===== src/rtl/feil_pkg.sv =====
package feil_pkg;

  localparam int FEIL_NREG = 5;

  // Register offsets on the management bus, banks a..e in order
  localparam logic [7:0] FEIL_STATUS_ADDR [FEIL_NREG] = '{8'h08, 8'h09, 8'h0A, 8'h0B, 8'h33};
  localparam logic [7:0] FEIL_CLEAR_ADDR [FEIL_NREG] = '{8'h10, 8'h11, 8'h12, 8'h13, 8'h14};
  localparam logic [7:0] FEIL_MASK_ADDR [FEIL_NREG] = '{8'h15, 8'h16, 8'h17, 8'h18, 8'h19};
  localparam logic [7:0] FEIL_PG_MODE_ADDR = 8'h2F;

  // Bank indices
  localparam int FEIL_BANK_A = 0;
  localparam int FEIL_BANK_B = 1;
  localparam int FEIL_BANK_C = 2;
  localparam int FEIL_BANK_D = 3;
  localparam int FEIL_BANK_E = 4;

  // Status bit positions
  localparam int FEIL_A_VIN_OV = 0;
  localparam int FEIL_A_PG_C = 2;
  localparam int FEIL_A_PG_B = 3;
  localparam int FEIL_A_PG_A = 5;
  localparam int FEIL_A_CRIT = 6;
  localparam int FEIL_B_HP_C = 0;
  localparam int FEIL_B_HP_A = 3;
  localparam int FEIL_B_LDO18_PG = 5;
  localparam int FEIL_B_HOT = 7;
  localparam int FEIL_C_PARITY = 2;
  localparam int FEIL_C_PEC = 3;
  localparam int FEIL_C_OV_C = 4;
  localparam int FEIL_C_OV_B = 5;
  localparam int FEIL_C_OV_A = 7;
  localparam int FEIL_D_UV_C = 0;
  localparam int FEIL_D_UV_B = 1;
  localparam int FEIL_D_UV_A = 3;
  localparam int FEIL_D_ILIM_C = 4;
  localparam int FEIL_D_ILIM_B = 5;
  localparam int FEIL_D_ILIM_A = 7;
  localparam int FEIL_E_LDO10_PG = 2;

  // Implemented status bits, clear bits, maskable bits and power-good events per bank
  localparam logic [7:0] FEIL_STATUS_USED [FEIL_NREG] = '{8'h6D, 8'hA9, 8'hBC, 8'hBB, 8'h04};
  localparam logic [7:0] FEIL_CLEAR_VALID [FEIL_NREG] = '{8'h2D, 8'hA9, 8'hBC, 8'hBB, 8'h04};
  localparam logic [7:0] FEIL_PG_EVENTS [FEIL_NREG] = '{8'h2C, 8'h20, 8'h00, 8'h00, 8'h04};

  localparam logic [7:0] FEIL_MASK_RESET = 8'h00;
  localparam logic [7:0] FEIL_ZERO_BYTE = 8'h00;

  // Power-good mode field
  localparam int FEIL_PG_MODE_LSB = 0;
  localparam int FEIL_PG_MODE_W = 2;
  localparam logic [1:0] FEIL_PG_MODE_RESET = 2'h0;
  localparam logic [1:0] FEIL_PG_MODE_MASKED_PULLS = 2'h0;

  // Readback positions of the sensed open-drain pin levels in the mode register
  localparam int FEIL_PIN_IRQ_POS = 7;
  localparam int FEIL_PIN_PG_POS = 6;

endpackage


===== src/rtl/feil_sticky_bank.sv =====
module feil_sticky_bank
  import feil_pkg::*;
#(
  parameter int W = 8,
  parameter logic [W-1:0] USED = '1
)
(
  input wire logic i_clk,
  input wire logic i_srst,
  input wire logic [W-1:0] i_set,
  input wire logic [W-1:0] i_clr,
  output logic [W-1:0] o_bits
);

  genvar g;
  generate
    for (g = 0; g < W; g++)
    begin : g_bit
      if (USED[g])
      begin : g_used
        logic bit_q;
        always_ff @(posedge i_clk)
        begin
          if (i_srst)
            bit_q <= 1'b0;
          else if (i_set[g])
            bit_q <= 1'b1;
          else if (i_clr[g])
            bit_q <= 1'b0;
        end
        assign o_bits[g] = bit_q;
      end
      else
      begin : g_unused
        assign o_bits[g] = 1'b0;
      end
    end
  endgenerate

endmodule // feil_sticky_bank


===== src/rtl/feil_shutdown_ctl.sv =====
module feil_shutdown_ctl
  import feil_pkg::*;
(
  input wire logic i_clk,
  input wire logic i_srst,
  input wire logic i_trigger,
  input wire logic i_enable_req,
  output logic o_shutdown,
  output logic o_shutdown_start,
  output logic o_enable_grant
);

  logic shutdown_q;
  logic start_q;
  logic grant_q;

  // Only a reset, standing for a power cycle, releases the shutdown
  always_ff @(posedge i_clk)
  begin
    if (i_srst)
    begin
      shutdown_q <= 1'b0;
      start_q <= 1'b0;
      grant_q <= 1'b0;
    end
    else
    begin
      shutdown_q <= shutdown_q | i_trigger;
      start_q <= i_trigger & ~shutdown_q;
      grant_q <= i_enable_req & ~shutdown_q & ~i_trigger;
    end
  end

  assign o_shutdown = shutdown_q;
  assign o_shutdown_start = start_q;
  assign o_enable_grant = grant_q;

endmodule // feil_shutdown_ctl


===== src/rtl/feil_top.sv =====
// Contract
// - Unmasked event drives interrupt low and power-good to its defined level.
// - Nine events issue regulator shutdown: input OV/UV, critical temp, buck OV/UV.
// - Other events only update status and outputs; regulators keep running.
// - Input overvoltage: status 0x08[0], clear 0x10[0], mask 0x15[0]; shutdown.
// - Buck a/b/c power-good loss: 0x08 bits 5/3/2; no shutdown; both low.
// - Linear 1v8 and 1v0 power-good loss bits; no shutdown; both outputs low.
// - Buck a/b/c overvoltage: 0x0A bits 7/5/4; shutdown; both outputs low.
// - Buck a/b/c undervoltage: 0x0B bits 3/1/0; shutdown; both outputs low.
// - Input undervoltage has no register bits; always shutdown, both low.
// - Buck current-limit warnings: 0x0B bits 7/5/4; interrupt low only.
// - Buck a high power warning at 0x09[3]; interrupt low only.
// - Buck c high power warning at 0x09[0]; interrupt low only.
// - High temperature warning at 0x09[7]; interrupt low only.
// - Critical temperature at 0x08[6], no clear or mask; shutdown, both low.
// - Bus PEC and parity errors at 0x0A bits 3/2; interrupt low only.
// - Outputs stay asserted until the host clears or masks the event; in mode 00 masking releases the interrupt only.
// - After clear with event gone, interrupt rises; power-good rises unless shut down.
// - Masked with mode 00: interrupt stays high, power-good still pulled low.
// - Status bits latch; write one clears; persisting condition sets again.
// - Interrupt is active-low latched open-drain, released only when causes cleared; masking the causes also releases it.
// - Shutdown starts power-off, forces power-good low, ignores enables until reset.
module feil_top
  import feil_pkg::*;
(
  input wire logic i_clk,
  input wire logic i_srst,
  input wire logic i_bulk_input_supply_ov,
  input wire logic i_bulk_input_supply_uv,
  input wire logic [2:0] i_buck_rail_pg_loss,
  input wire logic [2:0] i_buck_rail_ov,
  input wire logic [2:0] i_buck_rail_uv,
  input wire logic [2:0] i_buck_rail_ilim,
  input wire logic i_buck_rail_a_high_power,
  input wire logic i_buck_rail_c_high_power,
  input wire logic i_linear_reg_1v8_pg_loss,
  input wire logic i_linear_reg_1v0_pg_loss,
  input wire logic i_high_temp_warn,
  input wire logic i_critical_temp,
  input wire logic i_pec_error,
  input wire logic i_parity_error,
  input wire logic i_regulator_enable_pin,
  input wire logic i_regulator_enable_bit,
  input wire logic [7:0] i_reg_addr,
  input wire logic i_reg_wr_en,
  input wire logic [7:0] i_reg_wdata,
  input wire logic i_reg_rd_en,
  output logic [7:0] o_reg_rdata,
  input wire logic i_general_status_irq_low_in,
  output logic o_general_status_irq_low_out,
  output logic o_general_status_irq_low_oe,
  input wire logic i_power_ok_out_in,
  output logic o_power_ok_out_out,
  output logic o_power_ok_out_oe,
  output logic o_regulator_shutdown_cmd,
  output logic o_regulator_shutdown_start,
  output logic o_regulator_enable_grant
);

  logic [7:0] set_v [FEIL_NREG];
  logic [7:0] clr_v [FEIL_NREG];
  logic [7:0] status_v [FEIL_NREG];
  logic [7:0] mask_q [FEIL_NREG];
  logic [7:0] irq_src_v [FEIL_NREG];
  logic [7:0] pg_src_v [FEIL_NREG];
  logic [7:0] status_rd_v [FEIL_NREG];
  logic [7:0] mask_rd_v [FEIL_NREG];
  logic [FEIL_NREG-1:0] irq_bank;
  logic [FEIL_NREG-1:0] pg_bank;
  logic [FEIL_PG_MODE_W-1:0] pg_mode_q;
  logic irq_q;
  logic pg_low_q;
  logic [7:0] rdata_q;
  logic [7:0] rdata_d;
  logic pin_irq_q;
  logic pin_pg_q;

  wire shutdown_trigger;
  wire shutdown_level;
  wire enable_req;
  wire masked_pg_pulls;
  wire wr_pg_mode;
  wire rd_pg_mode;
  wire [7:0] pg_mode_rd;

  // Event sources mapped onto their status bit positions
  always_comb
  begin
    for (int b = 0; b < FEIL_NREG; b++)
      set_v[b] = FEIL_ZERO_BYTE;
    set_v[FEIL_BANK_A][FEIL_A_VIN_OV] = i_bulk_input_supply_ov;
    set_v[FEIL_BANK_A][FEIL_A_PG_A] = i_buck_rail_pg_loss[0];
    set_v[FEIL_BANK_A][FEIL_A_PG_B] = i_buck_rail_pg_loss[1];
    set_v[FEIL_BANK_A][FEIL_A_PG_C] = i_buck_rail_pg_loss[2];
    set_v[FEIL_BANK_A][FEIL_A_CRIT] = i_critical_temp;
    set_v[FEIL_BANK_B][FEIL_B_LDO18_PG] = i_linear_reg_1v8_pg_loss;
    set_v[FEIL_BANK_B][FEIL_B_HP_A] = i_buck_rail_a_high_power;
    set_v[FEIL_BANK_B][FEIL_B_HP_C] = i_buck_rail_c_high_power;
    set_v[FEIL_BANK_B][FEIL_B_HOT] = i_high_temp_warn;
    set_v[FEIL_BANK_C][FEIL_C_OV_A] = i_buck_rail_ov[0];
    set_v[FEIL_BANK_C][FEIL_C_OV_B] = i_buck_rail_ov[1];
    set_v[FEIL_BANK_C][FEIL_C_OV_C] = i_buck_rail_ov[2];
    set_v[FEIL_BANK_C][FEIL_C_PEC] = i_pec_error;
    set_v[FEIL_BANK_C][FEIL_C_PARITY] = i_parity_error;
    set_v[FEIL_BANK_D][FEIL_D_UV_A] = i_buck_rail_uv[0];
    set_v[FEIL_BANK_D][FEIL_D_UV_B] = i_buck_rail_uv[1];
    set_v[FEIL_BANK_D][FEIL_D_UV_C] = i_buck_rail_uv[2];
    set_v[FEIL_BANK_D][FEIL_D_ILIM_A] = i_buck_rail_ilim[0];
    set_v[FEIL_BANK_D][FEIL_D_ILIM_B] = i_buck_rail_ilim[1];
    set_v[FEIL_BANK_D][FEIL_D_ILIM_C] = i_buck_rail_ilim[2];
    set_v[FEIL_BANK_E][FEIL_E_LDO10_PG] = i_linear_reg_1v0_pg_loss;
  end

  // Masked power-good events still pull power-good low only in mode 00
  assign masked_pg_pulls = (pg_mode_q == FEIL_PG_MODE_MASKED_PULLS);

  genvar g;
  generate
    for (g = 0; g < FEIL_NREG; g++)
    begin : g_bank
      wire wr_clear;
      wire wr_mask;
      wire rd_status;
      wire rd_mask;

      assign wr_clear = i_reg_wr_en && (i_reg_addr == FEIL_CLEAR_ADDR[g]);
      assign wr_mask = i_reg_wr_en && (i_reg_addr == FEIL_MASK_ADDR[g]);
      assign rd_status = (i_reg_addr == FEIL_STATUS_ADDR[g]);
      assign rd_mask = (i_reg_addr == FEIL_MASK_ADDR[g]);

      // Critical temperature has no clear bit, so only reset releases it
      assign clr_v[g] = wr_clear ? (i_reg_wdata & FEIL_CLEAR_VALID[g]) : FEIL_ZERO_BYTE;

      feil_sticky_bank #(
        .W(8),
        .USED(FEIL_STATUS_USED[g])
      ) u_bank (
        .i_clk(i_clk),
        .i_srst(i_srst),
        .i_set(set_v[g]),
        .i_clr(clr_v[g]),
        .o_bits(status_v[g])
      );

      always_ff @(posedge i_clk)
      begin
        if (i_srst)
          mask_q[g] <= FEIL_MASK_RESET;
        else if (wr_mask)
          mask_q[g] <= i_reg_wdata;
      end

      // Bits without a clear bit (critical temperature) cannot be masked
      assign irq_src_v[g] = status_v[g] & ~(mask_q[g] & FEIL_CLEAR_VALID[g]);
      assign irq_bank[g] = |irq_src_v[g];

      assign pg_src_v[g] = status_v[g] & FEIL_PG_EVENTS[g]
                           & (~mask_q[g] | {8{masked_pg_pulls}});
      assign pg_bank[g] = |pg_src_v[g];

      assign status_rd_v[g] = rd_status ? status_v[g] : FEIL_ZERO_BYTE;
      assign mask_rd_v[g] = rd_mask ? mask_q[g] : FEIL_ZERO_BYTE;
    end
  endgenerate

  // The nine shutdown causes act on the raw condition, whatever the mask
  assign shutdown_trigger = i_bulk_input_supply_ov | i_bulk_input_supply_uv
                            | i_critical_temp | (|i_buck_rail_ov) | (|i_buck_rail_uv);
  assign enable_req = i_regulator_enable_pin | i_regulator_enable_bit;

  feil_shutdown_ctl u_shutdown (
    .i_clk(i_clk),
    .i_srst(i_srst),
    .i_trigger(shutdown_trigger),
    .i_enable_req(enable_req),
    .o_shutdown(shutdown_level),
    .o_shutdown_start(o_regulator_shutdown_start),
    .o_enable_grant(o_regulator_enable_grant)
  );

  assign wr_pg_mode = i_reg_wr_en && (i_reg_addr == FEIL_PG_MODE_ADDR);
  assign rd_pg_mode = (i_reg_addr == FEIL_PG_MODE_ADDR);

  always_ff @(posedge i_clk)
  begin
    if (i_srst)
      pg_mode_q <= FEIL_PG_MODE_RESET;
    else if (wr_pg_mode)
      pg_mode_q <= i_reg_wdata[FEIL_PG_MODE_LSB +: FEIL_PG_MODE_W];
  end

  // Sensed pin levels are kept for readback so a wired-OR partner can be seen
  always_ff @(posedge i_clk)
  begin
    if (i_srst)
    begin
      pin_irq_q <= 1'b1;
      pin_pg_q <= 1'b1;
    end
    else
    begin
      pin_irq_q <= i_general_status_irq_low_in;
      pin_pg_q <= i_power_ok_out_in;
    end
  end

  assign pg_mode_rd = rd_pg_mode ? {pin_irq_q, pin_pg_q, 4'h0, pg_mode_q} : FEIL_ZERO_BYTE;

  // Clear registers and unmapped offsets fall through to zero
  always_comb
  begin
    rdata_d = pg_mode_rd;
    for (int b = 0; b < FEIL_NREG; b++)
      rdata_d = rdata_d | status_rd_v[b] | mask_rd_v[b];
  end

  always_ff @(posedge i_clk)
  begin
    if (i_srst)
      rdata_q <= FEIL_ZERO_BYTE;
    else if (i_reg_rd_en)
      rdata_q <= rdata_d;
  end

  // Input undervoltage has no status bit and is not maskable; it
  // asserts the interrupt for as long as the condition is present.
  // Critical temperature is sticky with no clear, so the pin stays
  // low after it until reset, as the shutdown demands a power cycle.
  always_ff @(posedge i_clk)
  begin
    if (i_srst)
    begin
      irq_q <= 1'b0;
      pg_low_q <= 1'b0;
    end
    else
    begin
      irq_q <= (|irq_bank) | i_bulk_input_supply_uv;
      pg_low_q <= (|pg_bank) | shutdown_level;
    end
  end

  // Warnings reach only irq_q and never the shutdown path
  assign o_general_status_irq_low_out = 1'b0;
  assign o_general_status_irq_low_oe = irq_q;
  assign o_power_ok_out_out = 1'b0;
  assign o_power_ok_out_oe = pg_low_q;
  assign o_regulator_shutdown_cmd = shutdown_level;
  assign o_reg_rdata = rdata_q;

endmodule // feil_top


===== config.mk =====
export PLATFORM = sky130hd
export DESIGN_NAME = feil_top
export DESIGN_NICKNAME = d
export VERILOG_FILES = /design/src/rtl/feil_pkg.sv /design/src/rtl/feil_sticky_bank.sv /design/src/rtl/feil_shutdown_ctl.sv /design/src/rtl/feil_top.sv
export SDC_FILE = /design/constraint.sdc
export NUM_CORES = 1
export LEC_CHECK = 0
export ABC_AREA = 1
export BUFFER_PORTS_ARGS = -buffer_cell sky130_fd_sc_hd__buf_2
export CORE_ASPECT_RATIO = 1.1
export CORE_MARGIN = 5
export CORE_UTILIZATION = 41
export CTS_CLUSTER_SIZE = 16
export DETAILED_ROUTE_END_ITERATION = 7
export PLACE_DENSITY = 0.68
export SYNTH_ARGS = -nofsm -noshare
export SYNTH_HDL_FRONTEND = slang
export SYNTH_SLANG_ARGS = --single-unit

===== constraint.sdc =====
create_clock -name i_clk -period 2.5 [get_ports i_clk]
set_input_delay 0.25 -clock i_clk [delete_from_list [all_inputs] [get_ports i_clk]]
set_output_delay 0.25 -clock i_clk [all_outputs]
set_load 0.01 [all_outputs]

==> metrics.md, run 1 <==
| Metric | Value |
|---|---|
| Cell Chain, Critical Path | `buf_2 > inv_1 > nand2_1 > nor2_4 > nand2_4 > o21ai_0` |
| Worst-margin pin slew | `1.15 ns` |
| Fmax | `580 MHz` |
| Vias in the first global route | `3510` |
| Die height | `110 µm` |
| Period utilisation layout | `69.0%` |
| Pin count of the biggest net entering global routing | `32` |
| Most frequent cells after synthesis | `nor2_1, nand2_1, nand3_1, inv_1, edfxtp_1` |
| Ys async rst share | `0%` |
| TritonCTS clock tree | `yes` |
| Row count | `36` |
| Share of post-route cells with drive strength above 1 | `16.3%` |
| Setup TNS | `0 ns` |
| Die Area | `0.0112 mm²` |
| Top-area cell type share of the netlist area | `31.9%` |
| GRT Util Overall | `22.5%` |
| PD cells | `602 mW/mm²` |
| Clock latency on the worst-skew pair | `0.36 ns` |
| Finished Cell Area | `0.00439 mm²` |
| Post-synth EDFFs | `40` |
| Synthesis-to-layout area growth | `16.8%` |
| Type of the worst setup path | `input port to flop` |
| Post-Syn Area | `0.00376 mm²` |
| Drt pass-1 iters | `4` |
| Core Box Area | `0.00892 mm²` |
| Global route overflow | `0` |
| RSZ-0062 raised after global routing | `no` |
| DP Area | `0.00421 mm²` |
| Required time of the critical path | `2.47 ns` |
| Clock Tree Buf Depth | `2` |
| Drt drc | `0` |
| VDD IR max | `0.000232 V` |
| Top-count cell post-synth | `nor2_1` |
| Input/output buffers | `58` |
| Hold Fails Final Rpt | `0` |
| Average size of a mapped cell | `7.67 µm²` |
| Slew Limit Fails | `0` |
| Cell family contributing the most delay on the critical path | `compound AO/OA/AOI/OAI gates` |
| Startpoint types | `input port` |
| Top Layer Used | `met4` |
| Vias per cell | `5.25` |
| DIE WIDTH | `101 µm` |
| Antenna violations before repair | `0` |
| Arr. time, crit path | `1.69 ns` |
| Clock power frac | `34.9%` |
| Post-CTS Setup Repair Bufs | `0` |
| DR vias | `3551` |
| Final HPWL DP | `9.36 mm` |
| Io pins | `61` |
| Slowest stage delay, CP | `0.89 ns` |
| Root buffer cell | `clkbuf_8` |
| Critical Path Stages | `6` |
| Sw frac | `25.9%` |
| CP max-delay cell | `o21ai_0` |
| H-tree depth | `3` |
| Worst-path clk slew | `0.08 ns` |
| Dpl cells | `661` |
| Initial DRC count | `293` |
| Worst path buffer plus inverter count | `2` |
| #FFs+latches synth | `78` |
| Crit path time final | `1.72 ns` |
| Worst r2r path cells | `4` |
| Post-DRT Antenna Nets | `0` |
| Drt wl/cell | `17.9 µm` |
| First-pass GRT wire length | `19.1 mm` |
| HP Class | `input port to flop` |
| Combinational Power Share | `9.8%` |
| CP Capture Type | `flop` |
| Initial Util | `42.2%` |
| Pint | `1960 µW` |
| Yosys warnings | `0` |
| Outcome | `finished clean` |
| Max-cap violations | `0` |
| Max Fanout on Critical Path | `8` |
| Met2 WL | `5.55 mm` |
| Synth area leaders | `edfxtp_1, dfxtp_1, nor2_1, nand3_1, nand2_1` |
| # diodes | `0` |
| Cts repair resizes | `0` |
| Seq/Total Area, Yosys | `52.2%` |
| Met1 Wirelength | `5.25 mm` |
| Unique masters post-synth | `26` |
| Cell taking the most area after synthesis | `edfxtp_1` |
| Synth Flop Type | `edfxtp_1` |
| Post-Route Skew | `0.0134 ns` |
| Sequential share of power | `55.3%` |
| Met3 WL post-DR | `868 µm` |
| Fin util | `49.2%` |
| # setup viols final | `0` |
| Cell count after synthesis | `490` |
| Relative slew slack | `22.8%` |
| Fin cells | `677` |
| Clock Sinks | `78` |
| Cts bufs inserted | `9` |
| Leak pwr | `0.00205 µW` |
| Sw Pwr | `684 µW` |
| # hold bufs at CTS | `0` |
| Routed WL | `12.1 mm` |
| Final #Nets | `604` |
| Hold depth | `2` |
| RD Place Congestion | `0.946` |
[area by class of cell]
| class | count | area (µm²) |
|---|---|---|
| Fill cell | 922 | 4530 |
| Sequential cell | 78 | 1960 |
| Multi-Input combinational cell | 336 | 1490 |
| Timing Repair Buffer | 68 | 365 |
| Inverter | 65 | 244 |
| Tap cell | 114 | 143 |
| Clock buffer | 11 | 131 |
| Clock inverter | 5 | 52.6 |
[cells in the final DEF, fill, tap and decap left out]
cell | synthesis | layout
dfxtp_1 | 38 | 38
o211ai_1 | 1 | 1
buf_4 | 4 | 10
nor2_1 | 105 | 105
conb_1 | 1 | 2
clkbuf_1 | 3 | 2
a21oi_1 | 28 | 28
nand2_4 | 1 | 1
clkinv_2 | 0 | 3
nor2_2 | 3 | 3
nand4_1 | 2 | 2
nor2_4 | 1 | 1
clkinvlp_4 | 0 | 1
nand2_1 | 79 | 79
nand2_2 | 1 | 1
inv_2 | 1 | 1
o22ai_1 | 8 | 8
nand3b_1 | 1 | 1
inv_1 | 64 | 64
or2_2 | 3 | 3
nor3b_1 | 1 | 1
nor4_1 | 2 | 2
bufinv_16 | 0 | 1
buf_2 | 4 | 58
nand3_1 | 73 | 73
o21ai_0 | 19 | 19
clkbuf_8 | 0 | 9
edfxtp_1 | 40 | 40
nor3_1 | 6 | 6
[per-stage QoR]
| step | setup slack (ns) | total power (µW) | hold WS (ns) |
|---|---|---|---|
| final | 0.775 | 2640 | 0.0854 |
| after global routing | 0.680 | 2740 | 0.0886 |
| after CTS | 0.831 | 2650 | 0.0752 |
| after detailed placement | 0.462 | 1740 | 0.442 |
| after global placement | 0.525 | 1740 | 0.435 |
| after floorplan | 0.722 | 1610 | 0.354 |
[power by group through the flow]
| stage | Combinational [µW] | Clock [µW] | Sequential [µW] |
|---|---|---|---|
| after global placement | 254 | 0 | 1490 |
| after floorplan | 138 | 0 | 1470 |
| final | 260 | 922 | 1460 |
| after detailed placement | 257 | 0 | 1490 |
| after global routing | 290 | 985 | 1470 |
| after CTS | 258 | 930 | 1460 |
[flip-flops by register name (all words and copies together), names as in the netlist]
signal                            flops
pin_pg_q                              1
o_power_ok_out_oe                     1
pin_irq_q                             1
o_reg_rdata                           8
u_shutdown.o_enable_grant             1
o_general_status_irq_low_oe           1
u_shutdown.o_shutdown_start           1
pg_mode_q                             2
u_shutdown.o_shutdown                 1
g_bank.u_bank.g_bit.g_used.bit_q     21
mask_q                               40
[path summary, 6_finish.rpt]
check,start,endpoint,slack [ns]
worst max-delay path,i_reg_addr[6],mask_q[3][5]$_SDFFCE_PN0P_,0.78
worst min-delay path,i_power_ok_out_in,pin_pg_q$_SDFF_PP1_,0.09
worst max register to register,mask_q[4][2]$_SDFFCE_PN0P_,o_reg_rdata[2]$_SDFFE_PP0P_,1.35
worst min register to register,g_bank[0].u_bank.g_bit[2].g_used.bit_q$_SDFFE_PP0P_,g_bank[0].u_bank.g_bit[2].g_used.bit_q$_SDFFE_PP0P_,0.48
[kinds of logic (layout without fill, tap and decap cells)]
logic type,count (synthesis),in the layout,synth area share [%]
AO/OA/AOI/OAI,56,56,7.79
buffers and inverters,77,149,8.22
other,1,2,0.0997
flip-flops,78,78,52.2
AND/OR/NAND/NOR,278,278,31.7
[routing by layer]
metal / GRT usage [%] / vias to the layer above
li1: - / 1732
met5: 0 / -
met3: 3.47 / 30
met1: 30.6 / 1632
met2: 34.4 / 157
met4: 11.4 / 0
Note: power is estimated with default switching activity, not from simulation.
==> run 2: changes to the inputs <==
- clock period: 2.5 -> 1.8 ns (I/O delays scaled with it)
==> metrics.md, run 2 (same netlist as run 1, synthesis figures left out) <==
| Metric | Value |
|---|---|
| Cts repair resizes | `0` |
| RSZ-0062 raised after global routing | `no` |
| Drt pass-1 iters | `5` |
| Setup Slack @ Placement | `0.238 ns` |
| Global route overflow | `0` |
| Slowest stage delay, CP | `0.36 ns` |
| RD Place Congestion | `0.972` |
| Post-DRT Antenna Nets | `0` |
| Drt drc | `0` |
| Final HPWL DP | `9.30 mm` |
| Hold Fails Final Rpt | `0` |
| Type of the worst setup path | `input port to flop` |
| Fmax | `826 MHz` |
| Pin count of the biggest net entering global routing | `32` |
| Period utilisation layout | `67.2%` |
| Number of flip-flops in the largest register | `40` |
| Most frequent cells in the layout | `nor2_1, nand2_1, nand3_1, inv_1, buf_2` |
| First-pass GRT wire length | `18.5 mm` |
| Root buffer cell | `clkbuf_8` |
| Outcome | `finished clean` |
| Clock Tree Buf Depth | `2` |
| HP Class | `input port to flop` |
| # setup viols final | `0` |
| Worst path buffer plus inverter count | `2` |
| Reg with most FFs | `mask_q` |
| DP Area | `0.00427 mm²` |
| Clock latency on the worst-skew pair | `0.35 ns` |
| Final #Nets | `612` |
| DIE WIDTH | `101 µm` |
| Row count | `36` |
| Clock Sinks | `78` |
| PD cells | `816 mW/mm²` |
| Share of post-route cells with drive strength above 1 | `17.3%` |
| H-tree depth | `3` |
| Final hold slack | `0.0114 ns` |
| # fillers | `910` |
| Multi-input logic area | `0.00149 mm²` |
| Cell Chain, Critical Path | `buf_2 > inv_1 > nand2_1 > nor2_4 > nand2_4 > nor2_2 > nand3_1 > a21oi_1 > nor2_1` |
| Storage cell area | `0.00196 mm²` |
| VDD IR max | `0.000368 V` |
| Cell family contributing the most delay on the critical path | `simple AND/OR/NAND/NOR gates` |
| Cts bufs inserted | `9` |
| Initial DRC count | `338` |
| Relative slew slack | `63.7%` |
| Fin cells | `685` |
| Arr. time, crit path | `1.45 ns` |
| Drt wl/cell | `17.7 µm` |
| Met1 Use GR | `27.8%` |
| GRT Util Overall | `21.7%` |
| Max Fanout on Critical Path | `11` |
| TritonCTS clock tree | `yes` |
| Worst-path clk slew | `0.08 ns` |
| Met2 usage | `35.2%` |
| GRT busiest layer | `met2` |
| # hold bufs at CTS | `0` |
| Final setup margin | `0.590 ns` |
| Vias per cell | `5.24` |
| Post-Route Skew | `0.0102 ns` |
| Required time of the critical path | `2.04 ns` |
| Slew Limit Fails | `0` |
| Initial Util | `42.2%` |
| Startpoint types | `input port` |
| Core Box Area | `0.00892 mm²` |
| Max-cap violations | `0` |
| Routed WL | `12.1 mm` |
| Finished Cell Area | `0.00445 mm²` |
| Commonest non-fill, non-tap cell in the layout | `nor2_1` |
| Antenna violations before repair | `0` |
| Synthesis-to-layout area growth | `18.2%` |
| Crit path time final | `1.21 ns` |
| Leak pwr | `0.00209 µW` |
| Worst-margin pin slew | `0.543 ns` |
| CP max-delay cell | `nor2_2` |
| Vias in the first global route | `3492` |
| Input/output buffers | `58` |
| # diodes | `0` |
| Die Area | `0.0112 mm²` |
| CP Capture Type | `flop` |
| GR Util met3 | `3.53%` |
| Setup TNS | `0 ns` |
| Post-CTS Setup Repair Bufs | `0` |
| Io pins | `61` |
| DR vias | `3589` |
| Dpl cells | `669` |
| Die height | `110 µm` |
==> run 2: cell count changes in the layout (fill, tap and decap cells not counted) <==
cell / before / now
buf_4: 10 / 18
bufinv_16: 1 / 0
clkbuf_1: 2 / 3
clkbuf_16: 0 / 1
clkinv_2: 3 / 2
clkinv_4: 0 / 1
clkinvlp_4: 1 / 0
==> run 2: final timing paths <==
check / cells past startpoint / slack (ns) / from / to
min: 2 / 0.01 / i_power_ok_out_in / pin_pg_q$_SDFF_PP1_
max reg2reg: 4 / 0.68 / mask_q[1][5]$_SDFFCE_PN0P_ / o_general_status_irq_low_oe$_SDFF_PP0_
max: 9 / 0.59 / i_reg_addr[6] / g_bank[2].u_bank.g_bit[5].g_used.bit_q$_SDFFE_PP0P_
min reg2reg: 2 / 0.47 / g_bank[0].u_bank.g_bit[2].g_used.bit_q$_SDFFE_PP0P_ / g_bank[0].u_bank.g_bit[2].g_used.bit_q$_SDFFE_PP0P_
==> run 2: power by group <==
group	switching [µW]	total, µW	internal, µW
Combinational	239	368	129
Sequential	69.3	2030	1960
Clock	643	1230	585
==> run 2: layout make-up <==
cell class / instances / share of cell area (%)
multi-input cells: 336 / 33.6
repair buffers: 76 / 9.57
flip-flops and latches: 78 / 44.1
well taps: 114 / 3.21
clock buffers: 13 / 3.60
inverters: 65 / 5.49
clock inverters: 3 / 0.422
==> run 2: per-stage QoR <==
step           total power, µW  util, %
3_3_place_gp              2430     47.8
2_1_floorplan             2240        -
3_5_place_dp              2430     47.8
6_report                  3630     49.8
4_1_cts                   3630     49.8
5_1_grt                   3730     49.8
==> run 2: routing by layer <==
metal | part of all wire [%] | up-vias
met4 | 4.2 | 0
met5 | 0 | -
met2 | 47 | 139
li1 | - | 1749
met3 | 6.9 | 37
met1 | 42 | 1664
==> run 3: changes to the inputs <==
- PLACE_DENSITY: 0.68 -> 0.7
- clock period: 1.8 -> 1 ns (I/O delays scaled with it)
==> metrics.md, run 3 (same netlist as run 1, synthesis figures left out) <==
| Metric | Value |
|---|---|
| Vias per cell | `5.24` |
| Leak pwr | `0.00254 µW` |
| Post-DRT Antenna Nets | `0` |
| PD cells | `1270 mW/mm²` |
| Initial DRC count | `357` |
| Initial Util | `42.2%` |
| Reg with most FFs | `mask_q` |
| Synthesis-to-layout area growth | `49.4%` |
| TritonCTS clock tree | `yes` |
| Drt drc | `0` |
| GRT Util Overall | `24.8%` |
| Antenna violations before repair | `0` |
| # diodes | `0` |
| Period utilisation layout | `109%` |
| CP Capture Type | `flop` |
| Clock Tree Buf Depth | `2` |
| DIE WIDTH | `101 µm` |
| Setup TNS | `-0.357 ns` |
| Row count | `36` |
| Type of the worst setup path | `flop to flop` |
| Final #Nets | `688` |
| Die Area | `0.0112 mm²` |
| Input/output buffers | `58` |
| HP Class | `input port to flop` |
| Final hold slack | `0.0311 ns` |
| Arr. time, crit path | `1.32 ns` |
| DR vias | `3985` |
| Root buffer cell | `clkbuf_8` |
| RD Place Congestion | `0.971` |
| Max-cap violations | `0` |
| Pint | `5240 µW` |
| Vias in the first global route | `3857` |
| # setup viols final | `19` |
| VDD IR max | `0.00121 V` |
| Sw frac | `26.3%` |
| Most frequent cells in the layout | `nor2_1, nand2_1, nand3_1, inv_1, buf_4` |
| Io pins | `61` |
| Post-Route Skew | `0.0112 ns` |
| Share of post-route cells with drive strength above 1 | `34.6%` |
| Routed WL | `13.9 mm` |
| Drt wl/cell | `18.3 µm` |
| Number of flip-flops in the largest register | `40` |
| Core Box Area | `0.00892 mm²` |
| Slew Limit Fails | `0` |
| Pin count of the biggest net entering global routing | `32` |
| Die height | `110 µm` |
| Drt pass-1 iters | `5` |
| Fmax | `917 MHz` |
| Startpoint types | `flop` |
| Clock power frac | `33.5%` |
| First-pass GRT wire length | `20.8 mm` |
| Outcome | `finished with violations` |
| Cts bufs inserted | `9` |
| Final HPWL DP | `10.2 mm` |
| Fin util | `63.0%` |
| Clock latency on the worst-skew pair | `0.36 ns` |
| Global route overflow | `0` |
| Commonest non-fill, non-tap cell in the layout | `nor2_1` |
| Sequential share of power | `51.6%` |
| Final setup margin | `-0.0905 ns` |
| Sw Pwr | `1870 µW` |
| Failing checks | `setup timing` |
| Worst-path clk slew | `0.08 ns` |
| H-tree depth | `3` |
| Hold Fails Final Rpt | `0` |
| Crit path time final | `1.09 ns` |
| Power Total | `7110 µW` |
| Setup Slack @ Placement | `-0.431 ns` |
| Clock Sinks | `78` |
| RSZ-0062 raised after global routing | `yes` |
| Required time of the critical path | `1.23 ns` |
| Max Fanout on Critical Path | `2` |
| Combinational Power Share | `14.9%` |
run 3: per-layer routing:
metal / wire length [µm] / up-vias / part of all wire (%) / global-route usage [%]
li1: - / 1907 / - / -
met1: 5550 / 1826 / 40 / 31.8
met2: 6800 / 208 / 49 / 40.9
met3: 1100 / 44 / 7.9 / 4.60
met4: 489 / 0 / 3.5 / 9.49
met5: 0 / - / 0 / 0
run 3: what timing repair did:
action | CTS | global route
pin swaps | 12 | 12
hold endpoints to repair | 23 | 0
buffers inserted | 2 | 6
gates resized for setup | 14 | 66
endpoints found under the setup margin | 19 | 84
hold buffers | 23 | 0
cloned | 1 | 0
run 3: worst max-delay path, stage by stage (launching register included):
cell      delay (ns)
edfxtp_1        0.41
o22ai_2         0.10
nor2_1          0.17
nand2_1         0.08
nor2_1          0.12
a21oi_1         0.09
run 3: power by group through the flow:
stage	combinational [µW]	sequential [µW]	clock [µW]
after global routing	1140	3680	2540
after detailed placement	861	3720	0
after global placement	849	3720	0
after CTS	949	3650	2410
after floorplan	382	3680	0
final	1060	3670	2380
run 3: area by class of cell:
cell class	count	area, µm²
clock buffer	12	145
sequential	78	1970
fill	795	3300
multi-input combinational	337	1830
timing repair buffer	151	1210
inverter	65	269
clock inverter	4	47.5
tap	114	143
run 3: path summary, 6_finish.rpt:
| path | from | end | slack (ns) | cells after the start |
|---|---|---|---|---|
| setup / recovery | mask_q[2][4]$_SDFFCE_PN0P_ | o_general_status_irq_low_oe$_SDFF_PP0_ | -0.09 | 5 |
| setup reg to reg | mask_q[2][4]$_SDFFCE_PN0P_ | o_general_status_irq_low_oe$_SDFF_PP0_ | -0.09 | 5 |
| hold reg to reg | u_shutdown.o_shutdown$_SDFF_PP0_ | u_shutdown.o_shutdown_start$_SDFF_PP0_ | 0.47 | 1 |
| hold / removal | i_regulator_enable_pin | u_shutdown.o_enable_grant$_SDFF_PP0_ | 0.03 | 3 |
run 3: per-stage QoR:
step                cells  instance area [µm²]
global placement      714                 4820
global route          761                 5620
detailed placement    714                 4820
floorplan             491                 3900
CTS                   755                 5300
finish                761                 5620
